$ cat config.mk
export PLATFORM = sky130hd
export DESIGN_NAME = mrc_mode_reg
export DESIGN_NICKNAME = d
export VERILOG_FILES = /design/src/common/mrc_pkg.sv /design/src/mrc_mode_reg.sv
export VERILOG_INCLUDE_DIRS = /design/src /design/src/common
export SDC_FILE = /design/constraint.sdc
export NUM_CORES = 1
export LEC_CHECK = 0
export ABC_CLOCK_PERIOD_IN_PS = 1400
export BUFFER_PORTS_ARGS = -buffer_cell sky130_fd_sc_hd__clkbuf_2
export CAP_MARGIN = 10
export CORE_ASPECT_RATIO = 0.7
export CORE_MARGIN = 2
export CORE_UTILIZATION = 45
export CTS_BUF_LIST = sky130_fd_sc_hd__clkbuf_8
export CTS_CLUSTER_SIZE = 40
export DETAILED_ROUTE_END_ITERATION = 16
export PLACE_DENSITY = 0.79
export SLEW_MARGIN = 30
export SYNTH_ARGS = -nofsm -noshare
export SYNTH_HDL_FRONTEND = slang
export SYNTH_SLANG_ARGS = --single-unit
$ cat constraint.sdc
create_clock -name sys_clk -period 1.4 [get_ports sys_clk]
set_input_delay 0 -clock sys_clk [delete_from_list [all_inputs] [get_ports sys_clk]]
set_output_delay 0 -clock sys_clk [all_outputs]
set_load 0.05 [all_outputs]
$ cat src/common/mrc_cfg.svh
// Purpose: Constants for the operating-mode register block.
// Assumes: Command pins sampled on sys_clk; 10 MHz clock.
// Notes:   Field positions are address-pin indices.
`ifndef MRC_CFG_SVH
`define MRC_CFG_SVH
`define MRC_CLK_NS       100
`define MRC_TMRD_NCK     4
`define MRC_TMOD_NCK     12
`define MRC_TMOD_NS      15
`define MRC_TMOD_CYC_NS  ((`MRC_TMOD_NS + `MRC_CLK_NS - 1) / `MRC_CLK_NS)
`define MRC_TMOD_CYC     ((`MRC_TMOD_NCK > `MRC_TMOD_CYC_NS) ? `MRC_TMOD_NCK : `MRC_TMOD_CYC_NS)
`define MRC_BL_LSB       0
`define MRC_BT_BIT       3
`define MRC_TM_BIT       7
`define MRC_DLLR_BIT     8
`define MRC_WR_LSB       9
`define MRC_PPD_BIT      12
`define MRC_BCN_BIT      12
`define MRC_BL_FIX8      2'h0
`define MRC_BL_OTF       2'h1
`define MRC_BL_FIX4      2'h2
`define MRC_CL_BASE      5'h04
`define MRC_EARLY_CYC    2
`define MRC_CHOP_DRIVE   8'h0F
`define MRC_FULL_DRIVE   8'hFF
`endif

$ cat src/common/mrc_pkg.sv
// Purpose: Types shared by the operating-mode register block.
// Assumes: Nothing beyond the command truth table.
// Notes:   Command kinds decoded from CS#, RAS#, CAS#, WE#.
package mrc_pkg;
  typedef enum logic [2:0] {
    CmdDes,
    CmdNop,
    CmdMrs,
    CmdRead,
    CmdWrite,
    CmdOther
  } mrc_cmd_t;
endpackage : mrc_pkg

$ cat src/mrc_mode_reg.sv
// Purpose: Operating-mode register, command spacing and burst ordering.
// Assumes: Command pins are synchronous to sys_clk; AL and tRP come from outside.
// Notes:   The register cannot be read back; its fields appear as outputs.
`timescale 1ns/1ns
`include "mrc_cfg.svh"
module mrc_mode_reg (
  input  wire logic        sys_clk,
  input  wire logic        rstn,
  input  wire logic        cke,
  input  wire logic        csN,
  input  wire logic        rasN,
  input  wire logic        casN,
  input  wire logic        weN,
  input  wire logic [2:0]  ba,
  input  wire logic [15:0] addr,
  input  wire logic [4:0]  alCycles,
  input  wire logic [4:0]  trpCycles,
  output logic [1:0]       burstModeQ,
  output logic             interleaveQ,
  output logic [4:0]       casLatencyQ,
  output logic             testModeQ,
  output logic [4:0]       writeRecovQ,
  output logic             pdFastExitQ,
  output logic [5:0]       readLatencyQ,
  output logic [5:0]       dalCyclesQ,
  output logic             dllResetStartQ,
  output logic             modBusyQ,
  output logic             mrdViolationQ,
  output logic             modViolationQ,
  output logic             burstValidQ,
  output logic             burstIsWriteQ,
  output logic             burstChopQ,
  output logic             writeEarlyQ,
  output logic [23:0]      beatOrderQ,
  output logic [7:0]       beatDriveQ
);

  mrc_pkg::mrc_cmd_t cmd;
  logic [15:0] opModeQ;
  logic [3:0]  mrdCntQ;
  logic [4:0]  modCntQ;
  logic [4:0]  modCntD;
  logic [4:0]  sinceMrsQ;
  logic        mrsHit;
  logic        isChop;
  logic [23:0] orderD;

  // Sequential rotates inside each half; interleaved is a plain XOR.
  function automatic logic [2:0] beatAt(
    input logic [2:0] start,
    input logic [2:0] idx,
    input logic       ilv
  );
    logic [1:0] low;
    low = start[1:0] + idx[1:0];
    if (ilv) begin
      beatAt = start ^ idx;
    end else begin
      beatAt = {start[2] ^ idx[2], low};
    end
  endfunction : beatAt

  function automatic logic [4:0] wrCycles(input logic [2:0] code);
    logic [4:0] r;
    r = 5'h10;
    unique case (code)
      3'h0: r = 5'h10;
      3'h1: r = 5'h05;
      3'h2: r = 5'h06;
      3'h3: r = 5'h07;
      3'h4: r = 5'h08;
      3'h5: r = 5'h0A;
      3'h6: r = 5'h0C;
      3'h7: r = 5'h0E;
    endcase
    wrCycles = r;
  endfunction : wrCycles

  // Commands are only registered while CKE is high.
  always_comb begin
    cmd = mrc_pkg::CmdOther;
    if (csN || !cke) begin
      cmd = mrc_pkg::CmdDes;
    end else begin
      unique case ({rasN, casN, weN})
        3'b111: cmd = mrc_pkg::CmdNop;
        3'b000: cmd = mrc_pkg::CmdMrs;
        3'b101: cmd = mrc_pkg::CmdRead;
        3'b100: cmd = mrc_pkg::CmdWrite;
        default: cmd = mrc_pkg::CmdOther;
      endcase
    end
  end

  assign mrsHit = (cmd == mrc_pkg::CmdMrs) && (ba == 3'h0);

  // Whole word replaced on the command edge; the array is never touched.
  always_ff @(posedge sys_clk) begin
    if (!rstn) begin
      opModeQ <= 16'h0000;
    end else if (mrsHit) begin
      opModeQ <= addr;
    end else begin
      opModeQ[`MRC_DLLR_BIT] <= 1'b0;
    end
  end

  // Fields take effect one edge after the command, well inside tMOD.
  always_ff @(posedge sys_clk) begin
    if (!rstn) begin
      burstModeQ  <= `MRC_BL_FIX8;
      interleaveQ <= 1'b0;
      casLatencyQ <= `MRC_CL_BASE;
      testModeQ   <= 1'b0;
      writeRecovQ <= 5'h10;
      pdFastExitQ <= 1'b0;
    end else if (mrsHit) begin
      burstModeQ  <= addr[`MRC_BL_LSB +: 2];
      interleaveQ <= addr[`MRC_BT_BIT];
      casLatencyQ <= `MRC_CL_BASE + {addr[2], addr[6:4]};
      testModeQ   <= addr[`MRC_TM_BIT];
      writeRecovQ <= wrCycles(addr[`MRC_WR_LSB +: 3]);
      pdFastExitQ <= addr[`MRC_PPD_BIT];
    end
  end

  // DLL reset is a single start pulse; the stored bit never lingers.
  always_ff @(posedge sys_clk) begin
    if (!rstn) begin
      dllResetStartQ <= 1'b0;
    end else begin
      dllResetStartQ <= mrsHit && addr[`MRC_DLLR_BIT];
    end
  end

  always_ff @(posedge sys_clk) begin
    if (!rstn) begin
      readLatencyQ <= 6'h00;
      dalCyclesQ   <= 6'h00;
    end else begin
      readLatencyQ <= {1'b0, alCycles} + {1'b0, casLatencyQ};
      dalCyclesQ   <= {1'b0, writeRecovQ} + {1'b0, trpCycles};
    end
  end

  // Spacing monitors; violations are sticky so a lone slip is not missed.
  assign modCntD = mrsHit ? 5'(`MRC_TMOD_CYC) :
                   (modCntQ != 5'h00) ? modCntQ - 5'h01 : 5'h00;

  always_ff @(posedge sys_clk) begin
    if (!rstn) begin
      mrdCntQ  <= 4'h0;
      modCntQ  <= 5'h00;
      modBusyQ <= 1'b0;
    end else begin
      if (mrsHit) begin
        mrdCntQ <= 4'(`MRC_TMRD_NCK - 1);
      end else if (mrdCntQ != 4'h0) begin
        mrdCntQ <= mrdCntQ - 4'h1;
      end
      modCntQ  <= modCntD;
      modBusyQ <= modCntD != 5'h00;
    end
  end

  // Cycles since the last mode-set, saturating; a counter keeps the tMOD check cheap to unroll.
  always_ff @(posedge sys_clk) begin
    if (!rstn) begin
      sinceMrsQ <= 5'h1F;
    end else if (mrsHit) begin
      sinceMrsQ <= 5'h00;
    end else if (sinceMrsQ != 5'h1F) begin
      sinceMrsQ <= sinceMrsQ + 5'h01;
    end
  end

  always_ff @(posedge sys_clk) begin
    if (!rstn) begin
      mrdViolationQ <= 1'b0;
      modViolationQ <= 1'b0;
    end else begin
      if ((cmd == mrc_pkg::CmdMrs) && (mrdCntQ != 4'h0)) begin
        mrdViolationQ <= 1'b1;
      end
      if (modBusyQ && (cmd != mrc_pkg::CmdMrs) && (cmd != mrc_pkg::CmdNop)
          && (cmd != mrc_pkg::CmdDes)) begin
        modViolationQ <= 1'b1;
      end
    end
  end

  // Chop-4 is fixed, or chosen on the fly by BC# low.
  assign isChop = (burstModeQ == `MRC_BL_FIX4) ||
                  ((burstModeQ == `MRC_BL_OTF) && !addr[`MRC_BCN_BIT]);

  always_comb begin
    orderD = 24'h000000;
    for (int i = 0; i < 8; i++) begin
      if (cmd == mrc_pkg::CmdWrite) begin
        if (isChop) begin
          orderD[3*i +: 3] = {addr[2], 2'(i)};
        end else begin
          orderD[3*i +: 3] = 3'(i);
        end
      end else begin
        orderD[3*i +: 3] = beatAt(addr[2:0], 3'(i), interleaveQ);
      end
    end
  end

  always_ff @(posedge sys_clk) begin
    if (!rstn) begin
      burstValidQ   <= 1'b0;
      burstIsWriteQ <= 1'b0;
      burstChopQ    <= 1'b0;
      writeEarlyQ   <= 1'b0;
      beatOrderQ    <= 24'h000000;
      beatDriveQ    <= 8'h00;
    end else begin
      burstValidQ   <= (cmd == mrc_pkg::CmdRead) || (cmd == mrc_pkg::CmdWrite);
      burstIsWriteQ <= cmd == mrc_pkg::CmdWrite;
      burstChopQ    <= isChop;
      // Only a fixed chop pulls the write reference in; on-the-fly keeps BL8 timing.
      writeEarlyQ   <= (cmd == mrc_pkg::CmdWrite) && (burstModeQ == `MRC_BL_FIX4);
      beatOrderQ    <= orderD;
      if (cmd == mrc_pkg::CmdRead) begin
        beatDriveQ <= isChop ? `MRC_CHOP_DRIVE : `MRC_FULL_DRIVE;
      end else begin
        beatDriveQ <= 8'h00;
      end
    end
  end

  a_mrs_latch_fields: assert property (@(posedge sys_clk) disable iff (!rstn)
    mrsHit |=> (burstModeQ == $past(addr[1:0])) && (pdFastExitQ == $past(addr[12])))
    else $error("Mode fields not latched from address.");

  a_cas_decode: assert property (@(posedge sys_clk) disable iff (!rstn)
    mrsHit |=> casLatencyQ == 5'h04 + {$past(addr[2]), $past(addr[6:4])})
    else $error("CAS latency decode wrong.");

  a_read_latency_sum: assert property (@(posedge sys_clk) disable iff (!rstn)
    rstn |=> readLatencyQ == {1'b0, $past(alCycles)} + {1'b0, $past(casLatencyQ)})
    else $error("Read latency is not AL plus CL.");

  a_dll_pulse_once: assert property (@(posedge sys_clk) disable iff (!rstn)
    mrsHit && addr[8] |=> dllResetStartQ ##1 (!dllResetStartQ || $past(mrsHit)))
    else $error("DLL reset start not a single pulse.");

  a_dll_bit_clears: assert property (@(posedge sys_clk) disable iff (!rstn)
    !mrsHit |=> !opModeQ[8])
    else $error("DLL reset bit did not self-clear.");

  a_mod_busy_span: assert property (@(posedge sys_clk) disable iff (!rstn)
    modBusyQ == (sinceMrsQ < 5'(`MRC_TMOD_CYC)))
    else $error("tMOD window wrong length.");

  a_mod_busy_start: assert property (@(posedge sys_clk) disable iff (!rstn)
    mrsHit |=> modBusyQ[*8])
    else $error("tMOD window ended early.");

  a_mrd_back_to_back: assert property (@(posedge sys_clk) disable iff (!rstn)
    mrsHit ##1 (cmd == mrc_pkg::CmdMrs) |=> mrdViolationQ)
    else $error("Back-to-back mode-set not flagged.");

  a_chop_read_drive: assert property (@(posedge sys_clk) disable iff (!rstn)
    (cmd == mrc_pkg::CmdRead) && isChop |=> beatDriveQ == 8'h0F)
    else $error("Chop-4 read drives released slots.");

  a_write_order_seq: assert property (@(posedge sys_clk) disable iff (!rstn)
    (cmd == mrc_pkg::CmdWrite) && !isChop |=> beatOrderQ == 24'hFAC688)
    else $error("BL8 write order is not 0 to 7.");

  a_early_write: assert property (@(posedge sys_clk) disable iff (!rstn)
    (cmd == mrc_pkg::CmdWrite) |=> writeEarlyQ == ($past(burstModeQ) == 2'h2))
    else $error("Early write reference misplaced.");

  a_ilv_first_beat: assert property (@(posedge sys_clk) disable iff (!rstn)
    (cmd == mrc_pkg::CmdRead) |=> beatOrderQ[2:0] == $past(addr[2:0]))
    else $error("First read beat is not the start column.");

  a_dal_sum: assert property (@(posedge sys_clk) disable iff (!rstn)
    rstn |=> dalCyclesQ == {1'b0, $past(writeRecovQ)} + {1'b0, $past(trpCycles)})
    else $error("Auto-precharge delay is not WR plus tRP.");

  a_type_test_latch: assert property (@(posedge sys_clk) disable iff (!rstn)
    mrsHit |=> (interleaveQ == $past(addr[3])) && (testModeQ == $past(addr[7])))
    else $error("Burst type or test bit not latched.");

  a_otf_chop: assert property (@(posedge sys_clk) disable iff (!rstn)
    ((cmd == mrc_pkg::CmdRead) || (cmd == mrc_pkg::CmdWrite)) && (burstModeQ == 2'h1)
    |=> burstChopQ == !$past(addr[12]))
    else $error("On-the-fly chop does not follow BC pin.");

  a_full_read_drive: assert property (@(posedge sys_clk) disable iff (!rstn)
    (cmd == mrc_pkg::CmdRead) && !isChop |=> beatDriveQ == 8'hFF)
    else $error("Eight-beat read does not drive all slots.");

  a_chop_write_half: assert property (@(posedge sys_clk) disable iff (!rstn)
    (cmd == mrc_pkg::CmdWrite) && isChop |=> beatOrderQ[11:0] ==
      {$past(addr[2]), 2'h3, $past(addr[2]), 2'h2, $past(addr[2]), 2'h1, $past(addr[2]), 2'h0})
    else $error("Chop-4 write half not chosen by column bit 2.");

  a_cke_low_ignored: assert property (@(posedge sys_clk) disable iff (!rstn)
    !cke |=> $stable(burstModeQ) && $stable(casLatencyQ))
    else $error("Command taken while CKE low.");

endmodule : mrc_mode_reg

==> results of run 1 <==
## where the power goes
group / total, mW / switching [mW] / internal (mW)
logic: 1.43 / 0.789 / 0.641
clock network: 0.919 / 0.474 / 0.445
registers: 1.83 / 0.112 / 1.72
total: 4.18 / 1.38 / 2.80
## area by class of cell
cell class | instances | area (sq um) | area share (%)
repair buffers | 125 | 718.2 | 21.90
inverters | 17 | 63.81 | 1.946
well taps | 72 | 90.09 | 2.747
flip-flops and latches | 55 | 1121 | 34.19
clock inverters | 1 | 3.754 | 0.1145
multi-input cells | 161 | 1186 | 36.17
clock buffers | 7 | 96.34 | 2.938
## layout by cell type (no fill, tap or decap), types with 2 or more instances in the layout
master	Yosys	final
dfxtp_1	55	47
dfxtp_2	0	4
clkbuf_8	0	7
nor2b_1	9	7
inv_2	0	2
dfxtp_4	0	4
ha_4	0	3
inv_1	16	15
nand2_2	5	5
nor3_1	16	13
o21ai_0	7	5
a21oi_2	8	11
a211oi_1	3	3
and2_1	3	3
clkbuf_2	0	99
a21boi_1	0	2
o21ai_2	0	2
dlygate4sd3_1	0	11
ha_1	14	11
nand3_1	2	2
buf_4	21	15
nor3_2	0	3
a21o_1	2	2
o211a_1	2	2
fa_2	0	2
a21oi_1	15	12
xnor2_1	6	6
nor3b_2	1	3
and3_1	5	5
nor2_1	16	16
nand2_1	22	22
## cell families after synthesis
kind of cell | share of synthesized area [%]
simple gates | 19.14
flops | 44.67
compound gates | 12.64
buf+inv | 11.22
fa+ha+maj | 8.731
xor+xnor | 2.132
mux | 1.472
## registers in the layout (all words and copies together), names as in the netlist
register	flops
burstValidQ	1
dllResetStartQ	1
modCntQ	5
writeRecovQ	5
pdFastExitQ	1
beatDriveQ	2
burstIsWriteQ	1
casLatencyQ	5
beatOrderQ	9
burstModeQ	2
dalCyclesQ	6
readLatencyQ	6
burstChopQ	1
mrdViolationQ	1
testModeQ	1
writeEarlyQ	1
mrdCntQ	4
modBusyQ	1
interleaveQ	1
modViolationQ	1
## stage by stage
step           hold slack (ps)  setup WS [ps]  total power, mW
2_1_floorplan            91.91         -83.30            2.812
3_3_place_gp             228.3          10.08            3.085
3_5_place_dp             230.6         -64.81            3.132
4_1_cts                  19.11         -21.71            4.176
5_1_grt                  25.57         -157.9            4.429
6_report                 32.34         -79.47            4.176
## timing repair
item | 4_1_cts | 5_1_grt
buffers inserted | 4 | 2
hold buffers | 11 | 0
endpoints found under the setup margin | 5 | 7
hold endpoints to repair | 17 | 0
pin swaps | 2 | 4
resized for setup | 8 | 10
## worst max-delay path, stage by stage (launching register included)
cell	delay, ps
dfxtp_4	370
ha_4	130
inv_2	40
fa_2	360
nor2b_2	160
o21ai_2	80
nor3b_2	150
nor3_2	130
## worst paths after layout
path / startpoint / end / slack (ps)
max: writeRecovQ[0] / dalCyclesQ[4] / -80
min: csN / modViolationQ / 30
max reg2reg: writeRecovQ[0] / dalCyclesQ[4] / -80
min reg2reg: modViolationQ / modViolationQ / 450
## routing by layer
layer / share of wire, % / vias to the layer above / GRT usage (%) / wire (microns)
met5: 0 / - / 0 / 0
met3: 6.8 / 7 / 4.675 / 380
met4: 1.2 / 0 / 5.970 / 66
li1: - / 1063 / - / -
met1: 44 / 967 / 21.90 / 2494
met2: 48 / 86 / 33.49 / 2665
==> results.py, run 1 <==
metrics = {
    "pwr": {
        "vdd_drop_max_mv": 0.5701,
        "power_density_nw_per_um2": 1274,
        "p_leak_nw": 1.535,
    },
    "route": {
        "wl_microns": 5606,
        "viasPerCell": 4.847,
        "drt_iter0_markers": 70,
        "wl_per_cell_microns": 12.80,
        "drtPass1Iterations": 4,
        "final_antenna_net_count": 0,
        "routed-via-count": 2123,
        "drcViolationCount": 0,
    },
    "synthesis": {
        "yosys_warnings": 0,
        "synth_edf_count": 0,
        "netlist_area_sq_um": 2465,
        "ys_types": 47,
        "yosysSeqAreaShare_pct": 44.67,
        "synth_common_cells": "55 x dfxtp_1, 22 x nand2_1, 21 x buf_4",
        "synth_seq_cells": 55,
        "syn-instance-count": 262,
        "syn_area_per_cell_sq_um": 9.408,
        "synthArstFlopShare_pct": 0,
        "synth_top_area_share_pct": 44.67,
        "synth_flop_cell": "dfxtp_1",
        "syn_nets": 314,
        "yosysTopAreaCell": "dfxtp_1",
        "synth_area_leaders": "dfxtp_1 45%, ha_1 7.1%, buf_4 6.4%, nand2_1 3.4%, nor3_1 3.2%",
        "post-synth-top-count-cell": "dfxtp_1",
    },
    "sta": {
        "finalHoldViolations": 0,
        "worst_pin_slew_ps": 321.4,
        "tns_ps": -101.0,
        "fin_crit_ps": 1479,
        "fmax_mhz": 675.9,
        "finalMaxSlewViolations": 0,
        "fin_crit_sh_pct": 105.7,
        "finClkSkew_ps": 3.154,
        "slew_headroom_pct": 78.48,
        "rsz0062_at_grt": "true",
        "finalSetupViolations": 3,
        "setup_ws_ps": -79.47,
    },
    "place": {
        "io_buffers": 99,
        "place_area_sq_um": 2972,
        "dp_hpwl_microns": 4138,
        "dp.cells": 415,
        "place.gp.congestion": 0.7975,
    },
    "worst_setup_path": {
        "critPathKind": "flip-flop to flip-flop",
        "critPathMaxFanout": 2,
        "cp.arrival_ps": 1720,
        "crit_path_end_kind": "flip-flop",
        "reg2reg_depth": 7,
        "crit_path_start_kind": "flip-flop",
        "cp.required_ps": 1640,
    },
    "die": {
        "core_area_sq_um": 5258,
        "num_rows": 22,
        "dieArea_sq_um": 6095,
        "die_y_microns": 65.92,
        "die_w_microns": 92.46,
        "start_util_pct": 46.88,
        "ios": 103,
    },
    "layout": {
        "drive_gt1_share_pct": 46.45,
        "fin_util_pct": 62.38,
        "n_antenna_cell": 0,
        "synthToLayoutAreaGrowth_pct": 33.05,
        "stdcell_count": 438,
        "finalInstanceArea_sq_um": 3279,
        "nFillCells": 478,
        "fin_nets": 417,
    },
    "grt": {
        "grt_overflow": 0,
        "antenna_found_initial": 0,
        "grt_pass1_vias": 1996,
        "grt_usage_pct": 18.60,
        "grt_max_degree": 21,
        "grt_pass1_wl_microns": 8880,
    },
    "cts": {
        "clkTransAtPathRegs_ps": 90,
        "clockBufferDepth": 2,
        "cts_made_buffers": 5,
        "cts_root_buffer": "clkbuf_8",
        "cts_num_sinks": 55,
        "h-tree-depth": 2,
        "cts_tree": "done",
        "clkLatencyLatePin_ps": 300,
    },
    "flow_run": {
        "drv_cap": 0,
    },
    "worst_hold_path": {
        "holdCritPathClass": "input pin to flip-flop",
        "hold_depth": 4,
    },
    "status": {
        "status": "finished, violations left",
        "violations": "setup timing",
    },
}
(Power assumes the default switching activity.)
==> run 2: changes to the inputs <==
--- a/config.mk
+++ b/config.mk
@@ -15,6 +15,7 @@
 export CTS_BUF_LIST = sky130_fd_sc_hd__clkbuf_8
 export CTS_CLUSTER_SIZE = 40
 export DETAILED_ROUTE_END_ITERATION = 16
+export HOLD_SLACK_MARGIN = 0.08
 export PLACE_DENSITY = 0.79
 export SLEW_MARGIN = 30
 export SYNTH_ARGS = -nofsm -noshare
==> results.py, run 2 (same netlist as run 1, synthesis figures left out) <==
metrics = {
    "layout": {
        "max_flop_register": "beatOrderQ",
        "multi_input_area_sq_um": 1194,
        "top_regs": "beatOrderQ: 9 flops, dalCyclesQ: 6 flops, readLatencyQ: 6 flops",
        "layout_commonest_cell": "clkbuf_2",
        "register_area_sq_um": 1121,
        "largest_register_ff_count": 9,
        "n_antenna_cell": 0,
        "drive_gt1_share_pct": 45.99,
        "stdcell_count": 446,
        "nFillCells": 468,
        "final_cell_mix": "99 x clkbuf_2, 47 x dfxtp_1, 21 x nand2_1, 19 x dlygate4sd3_1, 16 x nor2_1",
        "synthToLayoutAreaGrowth_pct": 36.75,
        "fin_nets": 425,
    },
    "place": {
        "dp_hpwl_microns": 4138,
        "io_buffers": 99,
        "place.gp.congestion": 0.7975,
        "dp.cells": 415,
        "dp_slack_ps": -64.81,
    },
    "cts": {
        "cts_made_buffers": 5,
        "clkTransAtPathRegs_ps": 90,
        "clkLatencyLatePin_ps": 300,
        "cts_num_sinks": 55,
        "cts_root_buffer": "clkbuf_8",
        "cts_tree": "done",
        "clockBufferDepth": 2,
        "h-tree-depth": 2,
    },
    "route": {
        "wl_microns": 5709,
        "wl_per_cell_microns": 12.80,
        "drt_iter0_markers": 59,
        "drtPass1Iterations": 4,
        "viasPerCell": 4.830,
        "final_antenna_net_count": 0,
        "routed-via-count": 2154,
        "drcViolationCount": 0,
    },
    "worst_hold_path": {
        "holdCritPathClass": "input pin to flip-flop",
    },
    "grt": {
        "grt_usage_pct": 18.92,
        "grt_pass1_vias": 2039,
        "grt_max_degree": 21,
        "grt_pass1_wl_microns": 9066,
        "grt_overflow": 0,
        "antenna_found_initial": 0,
    },
    "sta": {
        "setup_ws_ps": -80.89,
        "slew_headroom_pct": 73.61,
        "fin_hold_ws_ps": 84.67,
        "worst_pin_slew_ps": 394.1,
        "fin_crit_ps": 1481,
        "fmax_mhz": 675.3,
        "fin_crit_sh_pct": 105.8,
        "finalMaxSlewViolations": 0,
        "finalSetupViolations": 3,
        "rsz0062_at_grt": "true",
        "finalHoldViolations": 0,
        "finClkSkew_ps": 2.677,
        "tns_ps": -109.2,
    },
    "die": {
        "start_util_pct": 46.88,
        "num_rows": 22,
        "dieArea_sq_um": 6095,
        "ios": 103,
        "die_y_microns": 65.92,
        "die_w_microns": 92.46,
        "core_area_sq_um": 5258,
    },
    "status": {
        "violations": "setup timing",
        "status": "finished, violations left",
    },
    "worst_setup_path": {
        "critPathMaxFanout": 2,
        "critPathKind": "flip-flop to flip-flop",
        "cp.required_ps": 1640,
        "crit_path_end_kind": "flip-flop",
        "crit_path_start_kind": "flip-flop",
        "cp.arrival_ps": 1720,
    },
    "pwr": {
        "p_leak_nw": 1.570,
        "vdd_drop_max_mv": 0.5743,
        "total_power_mw": 4.196,
        "power_density_nw_per_um2": 1245,
    },
    "flow_run": {
        "drv_cap": 0,
    },
}
## run 2: cell count changes in the layout (fill, tap and decap cells not counted), sizes merged
| cell | previous run | this run |
|---|---|---|
| dlygate4sd3 | 11 | 19 |
## run 2: metrics by stage
step,utilization [%],area (sq um)
6_report,64.11,3371
3_3_place_gp,56.52,2972
2_1_floorplan,-,2516
5_1_grt,64.11,3371
3_5_place_dp,56.52,2972
4_1_cts,63.14,3319
## run 2: repair_timing
item / in CTS / in global routing
hold endpoints to repair: 28 / 0
gates resized for setup: 8 / 13
hold buffers: 19 / 0
setup endpoints to repair: 5 / 11
setup buffers: 4 / 2
pin swaps: 2 / 4
## run 2: layout make-up
type                    count  area share (%)
clock buffers               7           2.858
clock inverters             1          0.1114
inverters                  17           1.893
multi-input cells         161           35.41
flip-flops and latches     55           33.26
well taps                  72           2.673
repair buffers            133           23.79
## run 2: worst paths after layout
| check | start | end | slack [ps] | cells after the start |
|---|---|---|---|---|
| min reg2reg | modViolationQ | modViolationQ | 450 | 2 |
| max | writeRecovQ[0] | dalCyclesQ[4] | -80 | 7 |
| max reg2reg | writeRecovQ[0] | dalCyclesQ[4] | -80 | 7 |
| min | rasN | modViolationQ | 80 | 4 |
## run 2: power by group
group	internal (mW)	switching, mW
sequential	1.72	0.111
clock	0.445	0.474
combinational	0.656	0.795
total	2.82	1.38
## run 2: critical path, stage by stage, from the launching register on
cell and delay (ps):
dfxtp_4 370, ha_4 130, inv_2 40, fa_2 360, nor2b_2 160, o21ai_2 80, nor3b_2 150, nor3_2 130
## run 2: routing by layer
metal / track usage, % / up-vias / share of wire [%]
li1: - / 1078 / -
met1: 22.04 / 993 / 44
met2: 34.49 / 76 / 49
met3: 4.675 / 7 / 6.3
met4: 5.970 / 0 / 1.2
met5: 0 / - / 0
